===== src/rtl/psi_defines.vh =====
// Constants of the serial slave port of the power controller.
`ifndef PSI_DEFINES_VH
`define PSI_DEFINES_VH
`define PSI_ADDR_BASE 7'h20
`define PSI_ADDR_BCAST 7'h40
`define PSI_ADDR_ARA 7'h0c
`define PSI_REG_INT 8'h00
`define PSI_REG_INTMASK 8'h01
`define PSI_REG_CONFIG 8'h0a
`define PSI_REG_PBGLOBAL 8'h0b
`define PSI_PORT_LO 4'h1
`define PSI_PORT_HI 4'h4
`define PSI_PWR_LO 4'h4
`define PSI_PWR_HI 4'h7
`define PSI_MEAS_LO 4'h9
`define PSI_MEAS_HI 4'hc
`define PSI_BITS_BYTE 4'h8
`define PSI_BIT_LAST 4'h7
`endif


===== src/rtl/psi_regmem.v =====
// Register store holding one full register set for each virtual quad.
`timescale 1ns/100ps
module psi_regmem (
  input wire mclk_i,
  input wire wr_en_i,
  input wire [8:0] wr_addr_i,
  input wire [7:0] wr_data_i,
  input wire [8:0] rd_addr_i,
  output reg [7:0] rd_data_o
);
  // Two quads of 256 bytes each; the top address bit picks the quad.
  reg [7:0] mem [0:511];

  // Writes and registered reads; read data lag the address by one cycle.
  always @(posedge mclk_i) begin
    if (wr_en_i) begin
      mem[wr_addr_i] <= wr_data_i;
    end
    rd_data_o <= mem[rd_addr_i];
  end
endmodule


===== src/rtl/psi_i2c_slave.v =====
// Serial slave port: address match, register pointer, reads, writes, ARA.
`timescale 1ns/100ps
`include "psi_defines.vh"
// Summary of operation
// - Base address is fixed value ORed with selects.
// - Two addresses differ only in quad-select bit.
// - Quad-select bit picks an independent register copy.
// - Byte read: pointer write, restart, one byte.
// - Byte write acked per byte; read-only untouched.
// - Two-byte reads only for measurement ranges.
// - Two-byte read sends low byte then high.
// - STOP returns pointer to interrupt register.
// - Broadcast address acts as own address.
// - Alert address answered only while interrupt driven.
// - Alert reply is address with low bit one.
// - Alert reply abandoned on lost bit.
// - Winner releases interrupt; losers keep driving.
// - Winner silent to alert reads until events clear.
module psi_i2c_slave (
  input wire mclk_i,
  input wire sys_rst_i,
  input wire scl_i,              // Serial clock pin from the master.
  input wire sda_i,              // Serial data in pin.
  output wire sda_o,             // Serial data out level, always low.
  output reg sda_oe_o,           // High while pulling data out low.
  input wire [3:0] addr_sel_i,   // Address-select pins, bits 4..1.
  input wire event_pending_i,    // Core has uncleared events.
  output wire interrupt_request_n_o,  // Interrupt line level, low.
  output reg interrupt_request_oe_o,  // High while driving interrupt.
  output reg reg_wr_o,           // One-cycle pulse per accepted write.
  output reg reg_quad_o,         // Quad of the written register.
  output reg [7:0] reg_addr_o,   // Offset of the written register.
  output reg [7:0] reg_data_o,   // Value written.
  input wire core_wr_i,          // Core update of a status register.
  input wire core_quad_i,
  input wire [7:0] core_addr_i,
  input wire [7:0] core_data_i,
  output wire core_ack_o         // Core update taken this cycle.
);
  localparam ST_IDLE = 3'h0;
  localparam ST_ADDR = 3'h1;
  localparam ST_REG = 3'h2;
  localparam ST_WDAT = 3'h3;
  localparam ST_ACK = 3'h4;
  localparam ST_TX = 3'h5;
  localparam ST_MACK = 3'h6;
  localparam ST_IGN = 3'h7;

  // True for offsets that software may write; all others are read-only.
  function writable;
    input [7:0] a;
    begin
      writable = (a == `PSI_REG_INTMASK) || (a == `PSI_REG_CONFIG) ||
        (a == `PSI_REG_PBGLOBAL) ||
        ((a[7:4] >= `PSI_PORT_LO) && (a[7:4] <= `PSI_PORT_HI) &&
         (a[3:0] >= `PSI_PWR_LO) && (a[3:0] <= `PSI_PWR_HI));
    end
  endfunction

  // True for offsets inside the per-port measurement ranges.
  function is_meas;
    input [7:0] a;
    begin
      is_meas = (a[7:4] >= `PSI_PORT_LO) && (a[7:4] <= `PSI_PORT_HI) &&
        (a[3:0] >= `PSI_MEAS_LO) && (a[3:0] <= `PSI_MEAS_HI);
    end
  endfunction

  // Two-stage synchronisers; only the second stage and its one-cycle-old copy feed any logic.
  reg scl_s1_r, scl_s2_r, scl_d_r;
  reg sda_s1_r, sda_s2_r, sda_d_r;
  reg [3:0] sel_s1_r, sel_s2_r;

  reg [2:0] st_r;        // Protocol state.
  reg [2:0] nxt_r;       // State to enter after an acknowledge slot.
  reg [3:0] cnt_r;       // Bits received or sent in the current byte.
  reg [7:0] sh_r;        // Shift register for both directions.
  reg txbit_r;           // Bit currently presented on the bus.
  reg [7:0] ptr_r;       // Register pointer.
  reg quad_r;            // Quad addressed by the current transaction.
  reg ara_r;             // Current read is an alert response.
  reg second_r;          // Second byte of a two-byte read is under way.
  reg won_r;             // Alert arbitration won, events not yet cleared.
  wire [7:0] rd_data;
  wire scl_rise, scl_fall, start_det, stop_det;
  wire [6:0] base_addr;
  wire [7:0] tx_byte;

  // Pin synchronisers and one-cycle-old copies for edge detection.
  always @(posedge mclk_i) begin
    if (sys_rst_i) begin
      scl_s1_r <= 1'b1;
      scl_s2_r <= 1'b1;
      scl_d_r <= 1'b1;
      sda_s1_r <= 1'b1;
      sda_s2_r <= 1'b1;
      sda_d_r <= 1'b1;
      sel_s1_r <= 4'h0;
      sel_s2_r <= 4'h0;
    end else begin
      scl_s1_r <= scl_i;
      scl_s2_r <= scl_s1_r;
      scl_d_r <= scl_s2_r;
      sda_s1_r <= sda_i;
      sda_s2_r <= sda_s1_r;
      sda_d_r <= sda_s2_r;
      sel_s1_r <= addr_sel_i;
      sel_s2_r <= sel_s1_r;
    end
  end

  assign scl_rise = scl_s2_r & ~scl_d_r;
  assign scl_fall = ~scl_s2_r & scl_d_r;
  // Data edges while the clock stays high mark START and STOP.
  assign start_det = scl_s2_r & scl_d_r & sda_d_r & ~sda_s2_r;
  assign stop_det = scl_s2_r & scl_d_r & ~sda_d_r & sda_s2_r;
  assign base_addr = `PSI_ADDR_BASE | {2'b00, sel_s2_r, 1'b0};
  // The alert reply carries the first quad's address and a one below.
  assign tx_byte = ara_r ? {base_addr, 1'b1} : rd_data;
  assign sda_o = 1'b0;
  // Open drain: the pin reads low whenever the enable is high.
  assign interrupt_request_n_o = 1'b0;

  // Interrupt drive follows pending events unless arbitration was won.
  always @(posedge mclk_i) begin
    if (sys_rst_i) begin
      interrupt_request_oe_o <= 1'b0;
    end else begin
      interrupt_request_oe_o <= event_pending_i & ~won_r;
    end
  end

  // Main protocol engine; STOP and START override every state.
  always @(posedge mclk_i) begin
    if (sys_rst_i) begin
      st_r <= ST_IDLE;
      nxt_r <= ST_IDLE;
      cnt_r <= 4'h0;
      sh_r <= 8'h00;
      txbit_r <= 1'b1;
      ptr_r <= `PSI_REG_INT;
      quad_r <= 1'b0;
      ara_r <= 1'b0;
      second_r <= 1'b0;
      won_r <= 1'b0;
      sda_oe_o <= 1'b0;
      reg_wr_o <= 1'b0;
      reg_quad_o <= 1'b0;
      reg_addr_o <= 8'h00;
      reg_data_o <= 8'h00;
    end else begin
      reg_wr_o <= 1'b0;
      // Cleared events free the winner; a fresh win in the same cycle
      // overrides the clear, since its assignment comes later.
      if (~event_pending_i) begin
        won_r <= 1'b0;
      end
      if (stop_det) begin
        st_r <= ST_IDLE;
        ptr_r <= `PSI_REG_INT;
        sda_oe_o <= 1'b0;
      end else if (start_det) begin
        // A repeated START keeps the pointer for the read that follows.
        st_r <= ST_ADDR;
        cnt_r <= 4'h0;
        sda_oe_o <= 1'b0;
      end else begin
        case (st_r)
          ST_ADDR, ST_REG, ST_WDAT: begin
            if (scl_rise && cnt_r != `PSI_BITS_BYTE) begin
              sh_r <= {sh_r[6:0], sda_s2_r};
              cnt_r <= cnt_r + 4'h1;
            end else if (scl_fall && cnt_r == `PSI_BITS_BYTE) begin
              cnt_r <= 4'h0;
              if (st_r == ST_ADDR) begin
                ara_r <= 1'b0;
                second_r <= 1'b0;
                if (sh_r[7:1] == (base_addr | {6'h00, sh_r[1]})) begin
                  // Either quad address; its low bit names the copy.
                  quad_r <= sh_r[1];
                  nxt_r <= sh_r[0] ? ST_TX : ST_REG;
                  sda_oe_o <= 1'b1;
                  st_r <= ST_ACK;
                end else if (sh_r[7:1] == `PSI_ADDR_BCAST) begin
                  quad_r <= 1'b0;
                  nxt_r <= sh_r[0] ? ST_TX : ST_REG;
                  sda_oe_o <= 1'b1;
                  st_r <= ST_ACK;
                end else if (sh_r[7:1] == `PSI_ADDR_ARA && sh_r[0] &&
                             interrupt_request_oe_o) begin
                  ara_r <= 1'b1;
                  nxt_r <= ST_TX;
                  sda_oe_o <= 1'b1;
                  st_r <= ST_ACK;
                end else begin
                  st_r <= ST_IGN;
                end
              end else if (st_r == ST_REG) begin
                ptr_r <= sh_r;
                nxt_r <= ST_WDAT;
                sda_oe_o <= 1'b1;
                st_r <= ST_ACK;
              end else begin
                // Every data byte is acked; read-only targets are dropped.
                reg_wr_o <= writable(ptr_r);
                reg_quad_o <= quad_r;
                reg_addr_o <= ptr_r;
                reg_data_o <= sh_r;
                ptr_r <= ptr_r + 8'h01;
                nxt_r <= ST_WDAT;
                sda_oe_o <= 1'b1;
                st_r <= ST_ACK;
              end
            end
          end
          ST_ACK: begin
            if (scl_fall) begin
              st_r <= nxt_r;
              if (nxt_r == ST_TX) begin
                // First data bit goes out on the same falling edge.
                sh_r <= tx_byte;
                txbit_r <= tx_byte[7];
                sda_oe_o <= ~tx_byte[7];
              end else begin
                sda_oe_o <= 1'b0;
              end
            end
          end
          ST_TX: begin
            if (scl_rise && ara_r && txbit_r && ~sda_s2_r) begin
              // Someone else drove a zero over our one: back off.
              sda_oe_o <= 1'b0;
              st_r <= ST_IGN;
            end else if (scl_fall) begin
              if (cnt_r == `PSI_BIT_LAST) begin
                sda_oe_o <= 1'b0;
                st_r <= ST_MACK;
                if (ara_r) begin
                  won_r <= 1'b1;
                end
              end else begin
                cnt_r <= cnt_r + 4'h1;
                sh_r <= {sh_r[6:0], 1'b0};
                txbit_r <= sh_r[6];
                sda_oe_o <= ~sh_r[6];
              end
            end
          end
          ST_MACK: begin
            if (scl_rise) begin
              cnt_r <= 4'h0;
              // Only a measurement low byte may be followed by its high.
              if (~sda_s2_r && ~ara_r && ~second_r && is_meas(ptr_r) &&
                  ptr_r[3:0] != `PSI_MEAS_HI) begin
                ptr_r <= ptr_r + 8'h01;
                second_r <= 1'b1;
                nxt_r <= ST_TX;
                st_r <= ST_ACK;
              end else begin
                // NACK ends the read; any other ack gets no more data.
                st_r <= ST_IGN;
              end
            end
          end
          ST_IGN: begin
            sda_oe_o <= 1'b0;
          end
          default: begin
            st_r <= ST_IDLE;
          end
        endcase
      end
    end
  end

  // Host writes take the store first; core updates wait a cycle then.
  assign core_ack_o = core_wr_i & ~reg_wr_o;

  psi_regmem u_mem (
    .mclk_i(mclk_i),
    .wr_en_i(reg_wr_o | core_wr_i),
    .wr_addr_i(reg_wr_o ? {reg_quad_o, reg_addr_o} :
                          {core_quad_i, core_addr_i}),
    .wr_data_i(reg_wr_o ? reg_data_o : core_data_i),
    .rd_addr_i({quad_r, ptr_r}),
    .rd_data_o(rd_data)
  );
endmodule


===== config.mk =====
export PLATFORM = sky130hd
export DESIGN_NAME = psi_i2c_slave
export DESIGN_NICKNAME = d
export VERILOG_FILES = /design/src/rtl/psi_regmem.v /design/src/rtl/psi_i2c_slave.v
export VERILOG_INCLUDE_DIRS = /design/src /design/src/rtl
export SDC_FILE = /design/constraint.sdc
export NUM_CORES = 2
export LEC_CHECK = 0
export ABC_AREA = 0
export BUFFER_PORTS_ARGS = -buffer_cell sky130_fd_sc_hd__buf_2
export CORE_ASPECT_RATIO = 0.8
export CORE_MARGIN = 1.5
export CORE_UTILIZATION = 30
export CTS_CLUSTER_SIZE = 12
export DETAILED_ROUTE_END_ITERATION = 8
export SYNTH_ARGS = -nofsm -noshare
export SYNTH_HDL_FRONTEND = slang
export SYNTH_SLANG_ARGS = --single-unit

===== constraint.sdc =====
create_clock -name mclk_i -period 5.45 [get_ports mclk_i]
set_clock_uncertainty 0.05 [all_clocks]
set_input_delay 1.09 -clock mclk_i [delete_from_list [all_inputs] [get_ports mclk_i]]
set_output_delay 1.09 -clock mclk_i [all_outputs]
set_load 0.02 [all_outputs]

### After elaboration in Yosys (flattened, before gate mapping)

Memories as Yosys holds them, arrays and structs flattened. A register that Yosys moved wholly into a read port is not among the register bits.
Index checks and enable logic that the tools add are counted.

| word-level totals | value |
|---|---|
| bits in registers | 65 |
| RAM bits | 4096 |
| bits of input ports | 27 |
| output and inout port bits | 23 |
| word-level logic and storage cells | 236 |
| memories kept | 1 |

| operators by class | value |
|---|---|
| add/sub/neg operators | 2 |
| magnitude comparators | 6 |
| equality and inequality tests | 44 |
| mux-type cells | 88 |
| bitwise logic cells | 29 |
| reductions and logical operators | 41 |

Memories:

| memory | words | bits a word | rd ports | clocked after memory_dff | write ports | RTL line | source |
|---|---|---|---|---|---|---|---|
| u_mem.mem | 512 | 8 | 1 | 1 | 1 | psi_regmem.v:12 | `reg [7:0] mem [0:511];` |

Operator list:

| kind | count |
|---|---|
| $mux 8 | 14 |
| $mux 3 | 17 |
| $reduce_and 7->1 | 6 |
| $mux 1 | 37 |
| $mux 4 | 7 |
| $ne 3x3->1 const B | 9 |
| $ne 2x2->1 const B | 13 |
| $pmux 8 s3 | 1 |
| $reduce_and 8->1 | 3 |
| $ne 4x4->1 const B | 5 |
| $not 1->1 | 18 |
| $eq 8x4->1 const B | 2 |
| $logic_and 1x1->1 | 16 |
| $pmux 8 s2 | 1 |
| $eq 3x3->1 const B | 5 |
| $pmux 3 s5 | 1 |
| $pmux 4 s3 | 1 |
| $reduce_and 6->1 | 2 |
| $and 1x1->1 | 9 |
| $mux 9 | 1 |
| $reduce_and 9->1 | 1 |
| $add 8x1->8 const B | 1 |
| $eq 8x1->1 const B | 1 |
| $le 4x3->1 const B | 2 |
| 26 further kinds | 37 |

### Logic depth before layout (Yosys ltp)

| depth | value |
|---|---|
| word-level depth | 11 |
| mapped depth | 14 |
| mapped depth without buffers | 9 |

### Hierarchy

A second synthesis with hierarchy kept.

| second synthesis, totals | value |
|---|---|
| cell total of the unflattened synthesis | 8446 |
| area, all modules | 163495.6 µm² |

Modules (own cells, without submodules):

| module | times used | cells an instance | area an instance (µm²) |
|---|---|---|---|
| psi_regmem | 1 | 8030 | 159927.1 |
| psi_i2c_slave | 1 | 416 | 3568.4 |

### Worst setup path before layout

Ideal clock, no wire load.

| path | value |
|---|---|
| kind | flip-flop to flip-flop |
| start | reg reg_wr_o |
| end | mem u_mem.mem[0][0], data pin |
| library setup time | 0.914 ns |
| data arrival time | 4.705 ns |
| path slack | -0.219 ns |
| stages on the path, launching flop included | 4 |
| period minus slack after synthesis | 5.669 ns |
| cells stage by stage | dfxtp_1 buf_1 buf_1 mux2_2 |

| on the way | value |
|---|---|
| cells in the longest elaborated chain, start to end | 1 |

Ends and longest elaborated chain:

| what | RTL line | source |
|---|---|---|
| from (decl) | psi_i2c_slave.v:30 | `output reg reg_wr_o,` |
| from (signal assigned) | psi_i2c_slave.v:205 | `reg_wr_o <= writable(ptr_r);` |
| $mux 8 | psi_i2c_slave.v:284 | `.wr_data_i(reg_wr_o ? reg_data_o : core_data_i),` |
| net u_mem.wr_data_i[0] | psi_regmem.v:7 | `input wire [7:0] wr_data_i,` |
| to (decl) | psi_regmem.v:12 |  |

The timed path passes the listed nets, and every way through them passes these cells.

==> impl_metrics.toml <==
[run_status]
outcome = "complete, but fails checks"
violations = "max-capacitance violations, max-slew violations"

[worst_setup_path]
crit_start = "ptr_r[0]$_SDFFE_PP0P_"
cp-end-kind = "flip-flop"
slowest_delay_ns = 0.89
worst_ep_required_time_ns = 6.19
arrival_ns = 5.60
crit_type = "reg2reg"
crit_fanout = 36
reg2reg_from = "ptr_r[0]$_SDFFE_PP0P_"
path_cells = "buf_12, buf_4, mux4_2, mux4_2, a21oi_1, o21ai_0, nor3_1, a2111oi_1"
crit_path_top_delay_cell = "dfxtp_4"
crit_path_frequent_cell = "mux4_2"
cp-start-kind = "flip-flop"

[route]
vias = 84000
drc_errors = 0
avgViaCountPerCell = 5.46
wl_per_cell_um = 31.0
wl_mm = 478
drt_pre_antenna_iters = 8
ant_nets = 0
drtIter0Drc = 13200

[power]
vdd_ir_drop_max_mv = 0.251
p_switching_mw = 12.5
p_sw_share_pct = 20.3
power_density_nw_per_um2 = 336
leakage_nw = 53.5
p_total_mw = 61.8
intPower_mw = 49.2
p_seq_share_pct = 57.0
power_frac_comb_pct = 1.6
clkPwrFrac_pct = 41.4

[grt]
grt_use_met3_pct = 4.82
grt-ovfl-total = 0
grt_usage_pct = 17.0
grtUsageMet2_pct = 25.5
grt_pass1_wl_mm = 663
grt_pass1_vias = 82300
grt_max_degree = 153
grt.busiest_layer = "met2"
grt.met1_usage_pct = 24.1
antenna_found_initial = 40

[sta]
worst_pin_slew_ns = 1.54
timing.hold.ws_ns = 0.313
maxSlewHeadroom_pct = -2.92
fmax_mhz = 206
fin_ws_ns = 0.593
setup_tns_ns = 0
hold_viol_final = 0
post-route-min-period_ns = 4.86
setup_viol = 0
rsz0062_at_grt = "false"
period_share_pct = 89.1
final_max_slew_viol_count = 11

[synthesis]
ys.warnings.count = 0
synth_xor_xnor_area_share_pct = 0.0217
muxShareOfSynthArea_pct = 15.4
avgSynthCellArea_um2 = 21.1
ys_ff_latch = 4169
syn_area_um2 = 162000
synth-adder-area-share_pct = 0.0464
ys_seq_area_share_pct = 76.9
ys_async_sr_fraction_pct = 0
yosys.cell_types.count = 85
synth-simple-area-share_pct = 2.77
synth-main-ff-cell = "edfxtp_1"
synth_compound_area_share_pct = 3.17
synth_top_family_by_area = "multiplexers"
synth_cells = 7671
synth_edf_count = 4096

[cells_and_area]
final_cell_mix = "edfxtp_1 (4096), mux4_2 (1008), nor2_1 (620)"
syn_to_final_growth_pct = 13.6
final-seq-area_um2 = 124000
drive_gt1_share_pct = 24.1
fin_nets = 8053
multi_input_area_um2 = 34900
final_common_cell = "edfxtp_1"
final.fill_count = 49400

[floorplanning]
std_cell_rows = 241
io_pins = 50
initial_core_util_pct = 30.1
core_um2 = 538000
die_y_um = 660
die_area_um2 = 544000
die_x_um = 824

[clocking]
htreeDepth = 5
clk_pin_slew_worst_paths_ns = 0.06
root_buffer = "clkbuf_16"
clk_path_buf_depth = 4
clk_latency_ns = 0.95
cts_tree = "yes"
numCtsBuffers = 408
postCtsSetupRepairBufs = 0
ctsResizeCount = 0
ctsHoldBuffers = 0
cts.sinks = 4169

[run]
drv_cap = 1

[place]
numPortBuffers = 47
place_congestion = 0.858
place_hpwl_mm = 296
pre_cts_ws_ns = 0.696

[hold_path]
min_path_type = "in2reg"
min_from = "scl_i"
## stage by stage
| stage | util [%] | instances | cell area, µm² |
|---|---|---|---|
| finish | 34.2 | 15400 | 184000 |
| global route | 34.2 | 15400 | 184000 |
| CTS | 34.2 | 15400 | 184000 |
| detailed placement | 32.0 | 14800 | 172000 |
| global placement | 32.0 | 14800 | 172000 |
| floorplan | - | 7672 | 162000 |
## power groups by stage
stage                     Combinational (mW)  Sequential [mW]  Clock (mW)
after global placement                 0.925             35.9           0
after detailed placement               0.968             35.9           0
final                                  0.965             35.2        25.6
after CTS                              0.963             35.2        25.8
after global routing                    1.01             35.2        27.0
after floorplan                        0.401             36.0           0
## critical path: cells and delay by family (launching register included)
kind | cells | cell delay [ns]
AND/OR/NAND/NOR | 1 | 0.86
buffers and inverters | 2 | 0.91
flip-flops | 1 | 0.89
multiplexers | 2 | 1.12
AO/OA/AOI/OAI | 3 | 0.73
## path summary, 6_finish.rpt
| path | end | slack (ns) | depth (start not counted) |
|---|---|---|---|
| worst min register to register | sda_s2_r$_SDFF_PP1_ | 0.37 | 1 |
| worst max-delay path | u_mem.rd_data_o[2]$_DFF_P_ | 0.59 | 8 |
| worst max register to register | u_mem.rd_data_o[2]$_DFF_P_ | 0.59 | 8 |
| worst min-delay path | scl_s1_r$_SDFF_PP1_ | 0.31 | 2 |
## state kept, by name (all words and copies together) (netlist names), 3 cells and up
signal           flops
u_mem.mem         4096
u_mem.rd_data_o      8
nxt_r                3
reg_data_o           8
sel_s2_r             4
cnt_r                4
sel_s1_r             4
ptr_r                8
reg_addr_o           8
sh_r                 8
st_r                 3
## kinds of logic after synthesis
| family | count (synthesis) |
|---|---|
| AOI/OAI and AO/OA | 747 |
| xor gates and xnor gates | 4 |
| adders and majority gates | 6 |
| buffers and inverters | 491 |
| DFF | 4169 |
| muxes | 1220 |
| other | 1 |
| and+or+nand+nor | 1033 |
## layer usage
| layer | up-vias | routed length (µm) |
|---|---|---|
| met5 | - | 122 |
| met4 | 20 | 15800 |
| met3 | 772 | 60000 |
| met2 | 5571 | 212000 |
| met1 | 45000 | 190000 |
| li1 | 32700 | - |
## cell type report
cell class / instances / share of cell area [%]
sequential: 4169 / 67.8
clock inverter: 66 / 0.283
antenna: 9 / 0.0123
tap: 7168 / 4.88
inverter: 19 / 0.0388
multi-input combinational: 3012 / 19.0
timing repair buffer: 410 / 2.05
clock buffer: 551 / 5.94
## synthesized netlist by cell type (all sizes together), types with 8 or more instances
cell type,instances,area [µm²]
nand2,169,634
buf,290,1950
clkbuf,182,683
inv,17,63.8
mux4,1008,22700
nor2,627,2360
a211o,11,96.3
a22o,21,184
nor4,18,113
mux2i,177,1770
o22ai,72,450
nand4,13,81.3
and2,8,50.1
o31ai,9,67.6
a21oi,147,736
o41ai,9,78.8
o211ai,12,90.1
nand2b,18,113
nand3,39,195
nand3b,16,120
o21ai,75,375
a31oi,30,188
nor2b,30,188
or2,11,68.8
a22oi,233,1750
a211oi,35,263
nor3,34,175
or3,10,62.6
and3,9,56.3
edfxtp,4096,123000
a2111oi,13,123
mux2,35,394
or4,8,60.1
dfxtp,73,1460
a221oi,26,234
No activity file was read; power rests on OpenSTA's default activity.
